$ cat config.mk
export PLATFORM = sky130hd
export DESIGN_NAME = ccdl_top
export DESIGN_NICKNAME = d
export VERILOG_FILES = /design/src/rtl/ccdl_pkg.sv /design/src/rtl/ccdl_top.sv /design/src/rtl/ccdl_tick.sv /design/src/rtl/ccdl_blink.sv
export SDC_FILE = /design/constraint.sdc
export NUM_CORES = 1
export LEC_CHECK = 0
export ABC_AREA = 1
export BUFFER_PORTS_ARGS = -buffer_cell sky130_fd_sc_hd__buf_2
export CAP_MARGIN = 20
export CORE_ASPECT_RATIO = 1.4
export CORE_MARGIN = 4
export CORE_UTILIZATION = 65
export DETAILED_ROUTE_END_ITERATION = 7
export PLACE_DENSITY = 0.9
export SKIP_LAST_GASP = 1
export SLEW_MARGIN = 30
export SYNTH_ARGS = -nofsm -noshare
export SYNTH_HDL_FRONTEND = slang
export SYNTH_SLANG_ARGS = --single-unit
$ cat constraint.sdc
create_clock -name clk_i -period 11.25 [get_ports clk_i]
set_input_delay 2.25 -clock clk_i [delete_from_list [all_inputs] [get_ports clk_i]]
set_output_delay 2.25 -clock clk_i [all_outputs]
set_load 0.1 [all_outputs]
$ cat src/rtl/ccdl_pkg.sv
// Purpose: Shared constants for the coupler configuration and indicator block
// Assumes: 200 MHz system clock
// Notes: Blink timing is given as times in ms and derived into cycle counts

package ccdl_pkg;

   // ******************************
   // Clock and timing
   // ******************************
   localparam int unsigned CLK_HZ = 200_000_000;
   localparam int unsigned FAST_HALF_MS = 50;
   localparam int unsigned SLOW_HALF_MS = 250;
   localparam int unsigned GROUP_GAP_MS = 1000;
   localparam int unsigned FAST_HALF_CYC = CLK_HZ / 1000 * FAST_HALF_MS;
   localparam int unsigned SLOW_HALF_CYC = CLK_HZ / 1000 * SLOW_HALF_MS;
   localparam int unsigned GROUP_GAP_CYC = CLK_HZ / 1000 * GROUP_GAP_MS;
   localparam int unsigned PREAMBLE_FLASHES = 8;
   localparam int unsigned STAT_HALF_MS = 250;
   localparam int unsigned STAT_HALF_CYC = CLK_HZ / 1000 * STAT_HALF_MS;

   // ******************************
   // Switch fields
   // ******************************
   localparam int ADDR_LSB = 0;
   localparam int ADDR_MSB = 5;
   localparam int RATE_SW7 = 6;
   localparam int RATE_SW8 = 7;

   // ******************************
   // Bit-rate encodings
   // ******************************
   localparam logic [1:0] RATE_125K = 2'h0;
   localparam logic [1:0] RATE_250K = 2'h1;
   localparam logic [1:0] RATE_500K = 2'h2;
   localparam logic [7:0] SWITCH_RESET = 8'h00;

   // ******************************
   // Error codes and arguments
   // ******************************
   localparam logic [3:0] CODE_NONE = 4'h0;
   localparam logic [3:0] CODE_INTERNAL = 4'h1;
   localparam logic [3:0] CODE_CONFIG = 4'h2;
   localparam logic [3:0] CODE_CMD = 4'h3;
   localparam logic [3:0] CODE_DATA_BREAK = 4'h4;
   localparam logic [3:0] CODE_REG_COMM = 4'h5;
   localparam logic [3:0] CODE_FIELDBUS = 4'h6;
   localparam logic [6:0] ARG_CHECKSUM = 7'h00;
   localparam logic [6:0] ARG_CODE_OVFL = 7'h01;
   localparam logic [6:0] ARG_DATA_TYPE = 7'h02;
   localparam logic [6:0] ARG_ZERO = 7'h00;

   // ******************************
   // Fault kinds reported by the module scan
   // ******************************
   localparam logic [3:0] FAULT_NONE = 4'h0;
   localparam logic [3:0] FAULT_CHECKSUM = 4'h1;
   localparam logic [3:0] FAULT_CODE_OVFL = 4'h2;
   localparam logic [3:0] FAULT_DATA_TYPE = 4'h3;
   localparam logic [3:0] FAULT_PROG_CFG = 4'h4;
   localparam logic [3:0] FAULT_TABLE = 4'h5;
   localparam logic [3:0] FAULT_CMD = 4'h6;
   localparam logic [3:0] FAULT_DATA = 4'h7;
   localparam logic [3:0] FAULT_BREAK = 4'h8;
   localparam logic [3:0] FAULT_REG_COMM = 4'h9;
   localparam logic [3:0] FAULT_FIELDBUS = 4'ha;

   // ******************************
   // Coupler operating states
   // ******************************
   typedef enum logic [4:0] {
      CCDL_ST_RESET = 5'h01,
      CCDL_ST_SCAN = 5'h02,
      CCDL_ST_FB_START = 5'h04,
      CCDL_ST_STOP = 5'h08,
      CCDL_ST_RESCAN = 5'h10
   } ccdl_state_e;

   // Blink code sequencer phases
   typedef enum logic [4:0] {
      CCDL_BK_IDLE = 5'h01,
      CCDL_BK_PRE = 5'h02,
      CCDL_BK_CODE = 5'h04,
      CCDL_BK_ARG = 5'h08,
      CCDL_BK_GAP = 5'h10
   } ccdl_blink_e;

endpackage

$ cat src/rtl/ccdl_top.sv
// Purpose: Power-on switch capture and status indicator logic of a coupler
// Assumes: 200 MHz clock; fault reports come from the module-bus scanner
// Notes: Indicators are active high drive levels
//
// Function
// - Switches 7 and 8 select 125, 250, 500 or default 125 kbaud.
// - Switches 1 to 6 form the node address, switch 1 least significant.
// - Every node address from 0 to 63 is accepted.
// - Switches are captured only at power-on.
// - Red I/O indicator off after clean start, blinks on module error.
// - Error shown as fast preamble, code pulses, then argument pulses.
// - Code 1 arguments: checksum 0, code overflow 1, data type 2.
// - Code 2: argument 0 programmed config, n table mismatch at module n.
// - Command error 3/0, data error 4/0, fieldbus error 6/0.
// - Chain break after module n is 4 pulses, argument n.
// - Register communication fault at module n is 5 pulses, argument n.
// - Argument counts last module before fault, skipping passive modules.
// - Latched errors hold stop state until power cycle or scanner reset.
// - Diagnosis only at power-up, on scanner reset from stop, or on fieldbus access.
// - Module status: green blink while configuring, green ok, red blink, red.
// - Network status green blink online, steady green when allocated.
// - Network status blinks red on I/O connection timeout.
// - Network status steady red on bus-off.
// - I/O green when modules work, red blinks the error code on module bus fault.
// - Red I/O indicator blinks while modules are being configured.
// - Start-up error enters stop; clean start enters fieldbus start.

`timescale 1ns/100ps

module ccdl_top
   import ccdl_pkg::*;
#(
   parameter int unsigned FAST_CYC = FAST_HALF_CYC,
   parameter int unsigned SLOW_CYC = SLOW_HALF_CYC,
   parameter int unsigned GAP_CYC = GROUP_GAP_CYC,
   parameter int unsigned STAT_CYC = STAT_HALF_CYC
) (
   // Clock and reset
   input wire logic clk_i,
   input wire logic reset_n_i,
   // Switch pins
   input wire logic [7:0] switch_i,
   // Module scan interface
   output logic scan_start_o,
   input wire logic scan_done_i,
   input wire logic [3:0] scan_fault_i,
   input wire logic [6:0] scan_pos_i,
   input wire logic scan_fault_sticky_i,
   // Fieldbus side
   input wire logic fb_access_i,
   input wire logic scanner_reset_i,
   input wire logic online_i,
   input wire logic allocated_i,
   input wire logic io_timeout_i,
   input wire logic bus_off_i,
   input wire logic queue_overflow_i,
   // Captured configuration and operating state
   output logic [5:0] node_addr_o,
   output logic [1:0] bit_rate_o,
   output logic fb_start_o,
   output logic stopped_o,
   // Indicators
   output logic module_status_indicator_green_o,
   output logic module_status_indicator_red_o,
   output logic network_status_indicator_green_o,
   output logic network_status_indicator_red_o,
   output logic queue_overflow_indicator_o,
   output logic io_run_led_o,
   output logic io_err_led_o
);

   // ******************************
   // Reset release and pin sync
   // ******************************
   logic rst_meta;
   logic rst_n;
   logic [7:0] sw_meta;
   logic [7:0] sw_sync;
   logic captured;

   always_ff @(posedge clk_i or negedge reset_n_i) begin
      if (!reset_n_i) begin
         rst_meta <= 1'b0;
         rst_n <= 1'b0;
      end else begin
         rst_meta <= 1'b1;
         rst_n <= rst_meta;
      end
   end

   // Pin sync runs through reset, so the capture just after release
   // sees the settled switches rather than a reset value
   always_ff @(posedge clk_i) begin
      sw_meta <= switch_i;
      sw_sync <= sw_meta;
   end

   // ******************************
   // Power-on capture
   // ******************************
   function automatic logic [1:0] rate_decode(input logic s7, input logic s8);
      case ({s8, s7})
         2'b01: rate_decode = RATE_250K;
         2'b10: rate_decode = RATE_500K;
         default: rate_decode = RATE_125K;
      endcase
   endfunction

   // capture once
   // Scanner reset does not recapture: only a power cycle does
   always_ff @(posedge clk_i or negedge rst_n) begin
      if (!rst_n) begin
         captured <= 1'b0;
         node_addr_o <= 6'h00;
         bit_rate_o <= RATE_125K;
      end else if (!captured) begin
         captured <= 1'b1;
         node_addr_o <= sw_sync[ADDR_MSB:ADDR_LSB];
         bit_rate_o <= rate_decode(sw_sync[RATE_SW7], sw_sync[RATE_SW8]);
      end
   end

   // ******************************
   // Timing enables
   // ******************************
   logic fast_tick;
   logic slow_tick;
   logic gap_tick;
   logic stat_tick;
   logic stat_blink;

   ccdl_tick #(.N(FAST_CYC)) u_fast (
      .clk_i(clk_i), .rst_n_i(rst_n), .tick_o(fast_tick));
   ccdl_tick #(.N(SLOW_CYC)) u_slow (
      .clk_i(clk_i), .rst_n_i(rst_n), .tick_o(slow_tick));
   ccdl_tick #(.N(GAP_CYC)) u_gap (
      .clk_i(clk_i), .rst_n_i(rst_n), .tick_o(gap_tick));
   ccdl_tick #(.N(STAT_CYC)) u_stat (
      .clk_i(clk_i), .rst_n_i(rst_n), .tick_o(stat_tick));

   always_ff @(posedge clk_i or negedge rst_n) begin
      if (!rst_n) begin
         stat_blink <= 1'b0;
      end else if (stat_tick) begin
         stat_blink <= !stat_blink;
      end
   end

   // ******************************
   // Fault to blink code mapping
   // ******************************
   // code 1 arguments
   // position from scanner, passive modules skipped
   function automatic logic [10:0] fault_map(input logic [3:0] f,
                                             input logic [6:0] pos);
      case (f)
         FAULT_CHECKSUM: fault_map = {CODE_INTERNAL, ARG_CHECKSUM};
         FAULT_CODE_OVFL: fault_map = {CODE_INTERNAL, ARG_CODE_OVFL};
         FAULT_DATA_TYPE: fault_map = {CODE_INTERNAL, ARG_DATA_TYPE};
         FAULT_PROG_CFG: fault_map = {CODE_CONFIG, ARG_ZERO};
         FAULT_TABLE: fault_map = {CODE_CONFIG, pos};
         FAULT_CMD: fault_map = {CODE_CMD, ARG_ZERO};
         FAULT_DATA: fault_map = {CODE_DATA_BREAK, ARG_ZERO};
         FAULT_BREAK: fault_map = {CODE_DATA_BREAK, pos};
         FAULT_REG_COMM: fault_map = {CODE_REG_COMM, pos};
         FAULT_FIELDBUS: fault_map = {CODE_FIELDBUS, ARG_ZERO};
         default: fault_map = {CODE_NONE, ARG_ZERO};
      endcase
   endfunction

   // ******************************
   // Operating state
   // ******************************
   ccdl_state_e state;
   logic [3:0] err_code;
   logic [6:0] err_arg;
   logic err_sticky;
   logic fault_seen;

   assign fault_seen = scan_done_i && (scan_fault_i != FAULT_NONE);

   // diagnosis at power-up or fieldbus access
   always_ff @(posedge clk_i or negedge rst_n) begin
      if (!rst_n) begin
         state <= CCDL_ST_RESET;
         err_code <= CODE_NONE;
         err_arg <= ARG_ZERO;
         err_sticky <= 1'b0;
         scan_start_o <= 1'b0;
      end else begin
         scan_start_o <= 1'b0;
         case (state)
            CCDL_ST_RESET: begin
               scan_start_o <= 1'b1;
               state <= CCDL_ST_SCAN;
            end
            CCDL_ST_SCAN, CCDL_ST_RESCAN: if (scan_done_i) begin
               if (fault_seen) begin
                  {err_code, err_arg} <= fault_map(scan_fault_i, scan_pos_i);
                  err_sticky <= scan_fault_sticky_i;
                  state <= CCDL_ST_STOP;
               end else begin
                  err_code <= CODE_NONE;
                  state <= CCDL_ST_FB_START;
               end
            end
            CCDL_ST_FB_START: if (fb_access_i) begin
               scan_start_o <= 1'b1;
               state <= CCDL_ST_RESCAN;
            end
            CCDL_ST_STOP: begin
               if (scanner_reset_i) begin
                  err_code <= CODE_NONE;
                  err_sticky <= 1'b0;
                  state <= CCDL_ST_RESET;
               end else if (fb_access_i && !err_sticky) begin
                  scan_start_o <= 1'b1;
                  state <= CCDL_ST_RESCAN;
               end
            end
            default: state <= CCDL_ST_RESET;
         endcase
      end
   end

   assign fb_start_o = (state == CCDL_ST_FB_START);
   assign stopped_o = (state == CCDL_ST_STOP);

   // ******************************
   // Blink code and indicators
   // ******************************
   logic code_led;
   logic configuring;
   logic err_shown;

   assign configuring = (state == CCDL_ST_RESET) || (state == CCDL_ST_SCAN);
   // A rescan keeps showing the old code until it completes
   assign err_shown = (err_code != CODE_NONE);

   ccdl_blink u_blink (
      .clk_i(clk_i),
      .rst_n_i(rst_n),
      .fast_tick_i(fast_tick),
      .slow_tick_i(slow_tick),
      .gap_tick_i(gap_tick),
      .enable_i(err_shown),
      .code_i(err_code),
      .arg_i(err_arg),
      .led_o(code_led)
   );

   // Indicator outputs are registered to avoid glitches on the pins
   always_ff @(posedge clk_i or negedge rst_n) begin
      if (!rst_n) begin
         io_err_led_o <= 1'b0;
         io_run_led_o <= 1'b0;
         module_status_indicator_green_o <= 1'b0;
         module_status_indicator_red_o <= 1'b0;
         queue_overflow_indicator_o <= 1'b0;
         network_status_indicator_green_o <= 1'b0;
         network_status_indicator_red_o <= 1'b0;
      end else begin
         // status blink while configuring, off when clean, code when faulty
         if (configuring) begin
            io_err_led_o <= stat_blink;
         end else begin
            io_err_led_o <= err_shown && code_led;
         end
         io_run_led_o <= fb_start_o;
         module_status_indicator_green_o <=
            !err_shown && !queue_overflow_i &&
            (configuring ? stat_blink : 1'b1);
         module_status_indicator_red_o <= queue_overflow_i ||
            (err_shown && stat_blink);
         queue_overflow_indicator_o <= queue_overflow_i ||
            (err_shown && stat_blink);
         if (bus_off_i) begin
            network_status_indicator_red_o <= 1'b1;
            network_status_indicator_green_o <= 1'b0;
         end else if (io_timeout_i) begin
            network_status_indicator_red_o <= stat_blink;
            network_status_indicator_green_o <= 1'b0;
         end else begin
            network_status_indicator_red_o <= 1'b0;
            network_status_indicator_green_o <= allocated_i ||
               (online_i && stat_blink);
         end
      end
   end

endmodule // ccdl_top

$ cat src/rtl/ccdl_tick.sv
// Purpose: Free-running divider giving a one-cycle enable every N cycles
// Assumes: Synchronous reset copy from the top
// Notes: N must be at least one

`timescale 1ns/100ps

module ccdl_tick #(
   parameter int unsigned N = 4
) (
   // Clock and reset
   input wire logic clk_i,
   input wire logic rst_n_i,
   // Enable out
   output logic tick_o
);

   logic [31:0] count;

   always_ff @(posedge clk_i or negedge rst_n_i) begin
      if (!rst_n_i) begin
         count <= 32'h0;
      end else if (count >= N - 1) begin
         count <= 32'h0;
      end else begin
         count <= count + 32'h1;
      end
   end

   assign tick_o = (count >= N - 1);

endmodule // ccdl_tick

$ cat src/rtl/ccdl_blink.sv
// Purpose: Blink code generator: fast preamble, code group, argument group
// Assumes: Enables come from dividers on the same clock
// Notes: Code and argument are sampled at the start of each repetition

`timescale 1ns/100ps

module ccdl_blink
   import ccdl_pkg::*;
(
   // Clock and reset
   input wire logic clk_i,
   input wire logic rst_n_i,
   // Timing enables
   input wire logic fast_tick_i,
   input wire logic slow_tick_i,
   input wire logic gap_tick_i,
   // Code to show
   input wire logic enable_i,
   input wire logic [3:0] code_i,
   input wire logic [6:0] arg_i,
   // Indicator
   output logic led_o
);

   ccdl_blink_e phase;
   logic [7:0] remain;
   logic [3:0] code;
   logic [6:0] arg;
   logic half;

   always_ff @(posedge clk_i or negedge rst_n_i) begin
      if (!rst_n_i) begin
         phase <= CCDL_BK_IDLE;
         remain <= 8'h00;
         code <= 4'h0;
         arg <= 7'h00;
         half <= 1'b0;
         led_o <= 1'b0;
      end else if (!enable_i) begin
         phase <= CCDL_BK_IDLE;
         half <= 1'b0;
         led_o <= 1'b0;
      end else begin
         case (phase)
            CCDL_BK_IDLE: begin
               code <= code_i;
               arg <= arg_i;
               remain <= 8'(PREAMBLE_FLASHES);
               half <= 1'b0;
               phase <= CCDL_BK_PRE;
            end
            CCDL_BK_PRE: if (fast_tick_i) begin
               led_o <= !half;
               half <= !half;
               if (half) begin
                  if (remain <= 8'h01) begin
                     remain <= {4'h0, code};
                     phase <= CCDL_BK_CODE;
                  end else begin
                     remain <= remain - 8'h01;
                  end
               end
            end
            CCDL_BK_CODE: if (slow_tick_i) begin
               // A group with no pulses passes straight on
               if (remain == 8'h00) begin
                  led_o <= 1'b0;
                  half <= 1'b0;
                  remain <= {1'b0, arg};
                  phase <= CCDL_BK_ARG;
               end else begin
                  led_o <= !half;
                  half <= !half;
                  if (half) begin
                     remain <= remain - 8'h01;
                  end
               end
            end
            CCDL_BK_ARG: if (slow_tick_i) begin
               if (remain == 8'h00) begin
                  led_o <= 1'b0;
                  half <= 1'b0;
                  phase <= CCDL_BK_GAP;
               end else begin
                  led_o <= !half;
                  half <= !half;
                  if (half) begin
                     remain <= remain - 8'h01;
                  end
               end
            end
            CCDL_BK_GAP: if (gap_tick_i) begin
               phase <= CCDL_BK_IDLE;
            end
            default: begin
               phase <= CCDL_BK_IDLE;
               led_o <= 1'b0;
            end
         endcase
      end
   end

endmodule // ccdl_blink

==> report_table.html <==
<table>
<tr><th>Metric</th><th>Value</th></tr>
<tr><th colspan="2">Clock network</th></tr>
<tr><td># H-tree levels</td><td>1</td></tr>
<tr><td>CTS Sinks</td><td>204</td></tr>
<tr><td>Skew-Pair Late Insertion Delay</td><td>500 ps</td></tr>
<tr><td>Number of setup buffers added after CTS</td><td>0</td></tr>
<tr><td>Clock-pin transition on the worst setup and hold timing paths</td><td>60 ps</td></tr>
<tr><td>Cts hold-fix bufs</td><td>0</td></tr>
<tr><td>Clock tree from TritonCTS</td><td>built</td></tr>
<tr><td>Buffers from clock root to sink, at most</td><td>3</td></tr>
<tr><td>Number of buffers added by the clock tree synthesis step</td><td>21</td></tr>
<tr><td>Resize count post-CTS</td><td>0</td></tr>
<tr><td>Root buffer cell</td><td>clkbuf_16</td></tr>
<tr><th colspan="2">Power and ir drop</th></tr>
<tr><td>Leakage power of the design</td><td>about 0.0051 uW</td></tr>
<tr><td>Overall power consumption</td><td>2000 uW</td></tr>
<tr><td>Max VDD drop</td><td>around 0.00018 V</td></tr>
<tr><td>Power per Cell Area</td><td>178 nW/um2</td></tr>
<tr><th colspan="2">Timing</th></tr>
<tr><td>Slew headroom</td><td>between 40% and 50%</td></tr>
<tr><td>Worst-Margin Slew</td><td>roughly 800 ps</td></tr>
<tr><td>Fin crit period</td><td>4300 ps</td></tr>
<tr><td>Final setup margin</td><td>slightly below 7000 ps</td></tr>
<tr><td>Period Utilization, post-route</td><td>between 30% and 40%</td></tr>
<tr><td>Highest achievable clock rate</td><td>between 200 and 250 MHz</td></tr>
<tr><td>Setup repair after global routing missed its margin</td><td>false</td></tr>
<tr><td>Final Hold Violating Endpoints</td><td>0</td></tr>
<tr><td>Max Slew Vio Count</td><td>0</td></tr>
<tr><td>Clk_skew</td><td>between 10 and 15 ps</td></tr>
<tr><td>Setup TNS Final</td><td>0 ps</td></tr>
<tr><td>Final number of setup-violating endpoints</td><td>0</td></tr>
<tr><th colspan="2">GRT</th></tr>
<tr><td>Via count of the first global-routing pass</td><td>approximately 8400</td></tr>
<tr><td>Global-route wire length before repair</td><td>~37000 um</td></tr>
<tr><td>Number of antenna violations at the first check in global routing</td><td>0</td></tr>
<tr><td>Combined global-route utilization of all metal layers</td><td>approximately 25%</td></tr>
<tr><td>Largest net degree at the start of global routing</td><td>66</td></tr>
<tr><td>Sum of overflow across all layers after global routing</td><td>0</td></tr>
<tr><th colspan="2">Setup path</th></tr>
<tr><td>Critical path peak fanout</td><td>6</td></tr>
<tr><td>CP arrival</td><td>2050 ps</td></tr>
<tr><td>Type of element capturing the critical path</td><td>output pin</td></tr>
<tr><td>Startpoint type of the worst setup path</td><td>flip-flop</td></tr>
<tr><td>Worst Setup Path Type</td><td>flip-flop to output pin</td></tr>
<tr><td>Worst endpoint required time</td><td>~9000 ps</td></tr>
<tr><th colspan="2">Placement</th></tr>
<tr><td>Routability congestion estimate from global placement</td><td>a little under 0.9</td></tr>
<tr><td>Port bufs</td><td>47</td></tr>
<tr><td>Post-placement worst setup slack</td><td>around 7500 ps</td></tr>
<tr><td>Final HPWL DP</td><td>around 15000 um</td></tr>
<tr><th colspan="2">Yosys</th></tr>
<tr><td>Cells after Synth</td><td>between 1000 and 1500</td></tr>
<tr><td>Post-synth ARST share</td><td>92.2%</td></tr>
<tr><td>Register bit total from synthesis</td><td>a little over 200</td></tr>
<tr><td>Total standard cell area after synthesis</td><td>around 10000 um2</td></tr>
<tr><td>Avg Synthesized Cell Area</td><td>just over 8 um2</td></tr>
<tr><td>Sequential area share after synthesis</td><td>50.1%</td></tr>
<tr><td>EDFF count, synth</td><td>0</td></tr>
<tr><td>Distinct cell type count after synthesis</td><td>49</td></tr>
<tr><td>Predominant post-synthesis flop cell</td><td>dfrtp_1</td></tr>
<tr><td>Count of warnings emitted by yosys</td><td>0</td></tr>
<tr><th colspan="2">Finish</th></tr>
<tr><td>Number of nets in the layout</td><td>roughly 1400</td></tr>
<tr><td>Fillers</td><td>about 1000</td></tr>
<tr><td>Layout overhead on the synthesized area</td><td>12.3%</td></tr>
<tr><td>Commonest non-fill, non-tap cell in the layout</td><td>nand2_1</td></tr>
<tr><td>Final core utilization</td><td>74.8%</td></tr>
<tr><td>Fraction of layout instances using a drive strength above 1</td><td>11.9%</td></tr>
<tr><td>Leading cell types in the layout, fill and taps excluded</td><td>nand2_1 (289), nor2_1 (193), dfrtp_1 (185)</td></tr>
<tr><td>Number of antenna diodes</td><td>0</td></tr>
<tr><th colspan="2">Floorplanning</th></tr>
<tr><td>Initial Util</td><td>~67%</td></tr>
<tr><td>Rows</td><td>between 50 and 60</td></tr>
<tr><td>Core area</td><td>15100 um2</td></tr>
<tr><td>Total die area</td><td>around 18000 um2</td></tr>
<tr><td>DIE WIDTH</td><td>about 110 um</td></tr>
<tr><td>Vertical die dimension</td><td>about 150 um</td></tr>
<tr><td>Num ports</td><td>48</td></tr>
<tr><th colspan="2">Routing</th></tr>
<tr><td>Number of nets with antenna violations after routing</td><td>0</td></tr>
<tr><td>Total via count after detailed routing</td><td>between 8000 and 9000</td></tr>
<tr><td>Mean number of vias per cell</td><td>between 5 and 6</td></tr>
<tr><td>Number of detailed-routing iterations run before antenna repair</td><td>6</td></tr>
<tr><td>DRC violation total after the first TritonRoute iteration</td><td>approximately 880</td></tr>
<tr><td>Sum of routed wire length over all layers</td><td>roughly 22000 um</td></tr>
<tr><td>Routed wire per std cell</td><td>~14 um</td></tr>
<tr><td>Detailed-route DRC error count</td><td>0</td></tr>
<tr><th colspan="2">Worst hold path</th></tr>
<tr><td>Hold Path Class</td><td>flip-flop to flip-flop</td></tr>
<tr><th colspan="2">Flow run</th></tr>
<tr><td>Number of maximum-capacitance constraint violations</td><td>0</td></tr>
<tr><th colspan="2">Outcome</th></tr>
<tr><td>Status</td><td>completed</td></tr>
</table>
## report_power, final
group	switching, uW	internal [uW]	total, uW
registers	49.4	797	847
clock network	286	423	709
logic	337	112	449
## layout make-up
class	count	area, um2	area share (%)
Sequential cell	204	5030	44.7
Multi-Input combinational cell	888	4440	39.4
Clock buffer	30	642	5.70
Inverter	153	574	5.10
Timing Repair Buffer	49	250	2.22
Tap cell	192	240	2.13
Clock inverter	8	80.1	0.711
## final timing paths
| kind | start | endpoint | slack (ps) | depth (start not counted) |
|---|---|---|---|---|
| max reg2reg | rst_n$_DFF_PN0_ | u_stat.count[25]$_DFF_PN0_ | 8770 | 2 |
| min | sw_meta[4]$_DFF_P_ | sw_sync[4]$_DFF_P_ | 330 | 0 |
| max in group asynchronous | rst_n$_DFF_PN0_ | u_stat.count[25]$_DFF_PN0_ | 8770 | 2 |
| max | state[1]$_DFFE_PN0P_ | stopped_o | 6950 | 4 |
| min in group asynchronous | rst_n$_DFF_PN0_ | u_fast.count[19]$_DFF_PN0_ | 440 | 0 |
| min reg2reg | sw_meta[4]$_DFF_P_ | sw_sync[4]$_DFF_P_ | 330 | 0 |
## cell families (layout without fill, tap and decap cells)
logic type | count (synthesis) | count (layout) | synth area share [%]
AND/OR/NAND/NOR | 695 | 695 | 32.2
AO/OA/AOI/OAI | 126 | 126 | 7.25
buffers and inverters | 166 | 240 | 6.50
flip-flops | 204 | 204 | 50.1
adder cells (fa/ha/maj) | 7 | 7 | 0.873
other | 2 | 26 | 0.0749
XOR/XNOR | 34 | 34 | 2.97
## worst max-delay path, stage by stage (launching register included)
cell     delay, ps
dfrtp_1        410
nor2_1         210
nand4_1        260
inv_1          210
buf_2          450
## registers in the layout (all words and copies together), names as in the netlist, 2 cells and up
| signal | flops |
|---|---|
| u_blink.phase | 5 |
| sw_sync | 8 |
| err_code | 3 |
| u_slow.count | 32 |
| u_blink.code | 3 |
| state | 5 |
| u_stat.count | 32 |
| err_arg | 7 |
| u_blink.arg | 7 |
| sw_meta | 8 |
| u_gap.count | 32 |
| node_addr_o | 6 |
| u_fast.count | 32 |
| u_blink.remain | 8 |
| bit_rate_o | 2 |
## metrics by stage
stage	std cells	hold slack [ps]	instance area [um2]
after detailed placement	1486	313	10500
after floorplan	1258	310	10100
after CTS	1524	332	11300
after global placement	1486	310	10500
final	1524	328	11300
after global routing	1524	335	11300
## cell usage after synthesis, types with 2 or more instances
| master | n | area [um2] |
|---|---|---|
| nor3_1 | 37 | 185 |
| ha_1 | 7 | 87.6 |
| nor2_2 | 12 | 75.1 |
| xor2_1 | 28 | 245 |
| nor3_4 | 2 | 32.5 |
| dfrtp_1 | 186 | 4650 |
| o21ai_1 | 7 | 35.0 |
| nand4_1 | 32 | 200 |
| conb_1 | 2 | 7.51 |
| a31oi_1 | 4 | 25.0 |
| a21oi_1 | 45 | 225 |
| o21a_1 | 4 | 30.0 |
| nor3_2 | 5 | 50.1 |
| xnor2_1 | 6 | 52.6 |
| nor3b_1 | 9 | 67.6 |
| nor2_1 | 193 | 724 |
| nand2_2 | 10 | 62.6 |
| buf_4 | 2 | 15.0 |
| nand4_2 | 2 | 25.0 |
| dfxtp_1 | 16 | 320 |
| nand3_2 | 5 | 50.1 |
| inv_2 | 6 | 22.5 |
| nand2_1 | 289 | 1080 |
| o21ai_2 | 9 | 78.8 |
| nand4_4 | 3 | 63.8 |
| o31ai_1 | 3 | 22.5 |
| buf_2 | 8 | 40.0 |
| dfstp_2 | 2 | 52.6 |
| nand3_1 | 63 | 315 |
| nor2_4 | 11 | 124 |
| and3_1 | 3 | 18.8 |
| o21bai_1 | 6 | 45.0 |
| a211oi_1 | 4 | 30.0 |
| o21ai_0 | 40 | 200 |
| nand3b_1 | 2 | 15.0 |
| clkbuf_1 | 2 | 7.51 |
| nor4_1 | 11 | 68.8 |
| inv_1 | 147 | 552 |
## routing by layer
metal	part of all wire [%]	vias to the layer above	track usage (%)
li1	-	4116	-
met4	3.2	0	10.2
met5	0	-	0
met1	38	4028	28.4
met2	53	295	45.5
met3	5.4	80	4.01
Note: power is estimated with default switching activity, not from simulation.
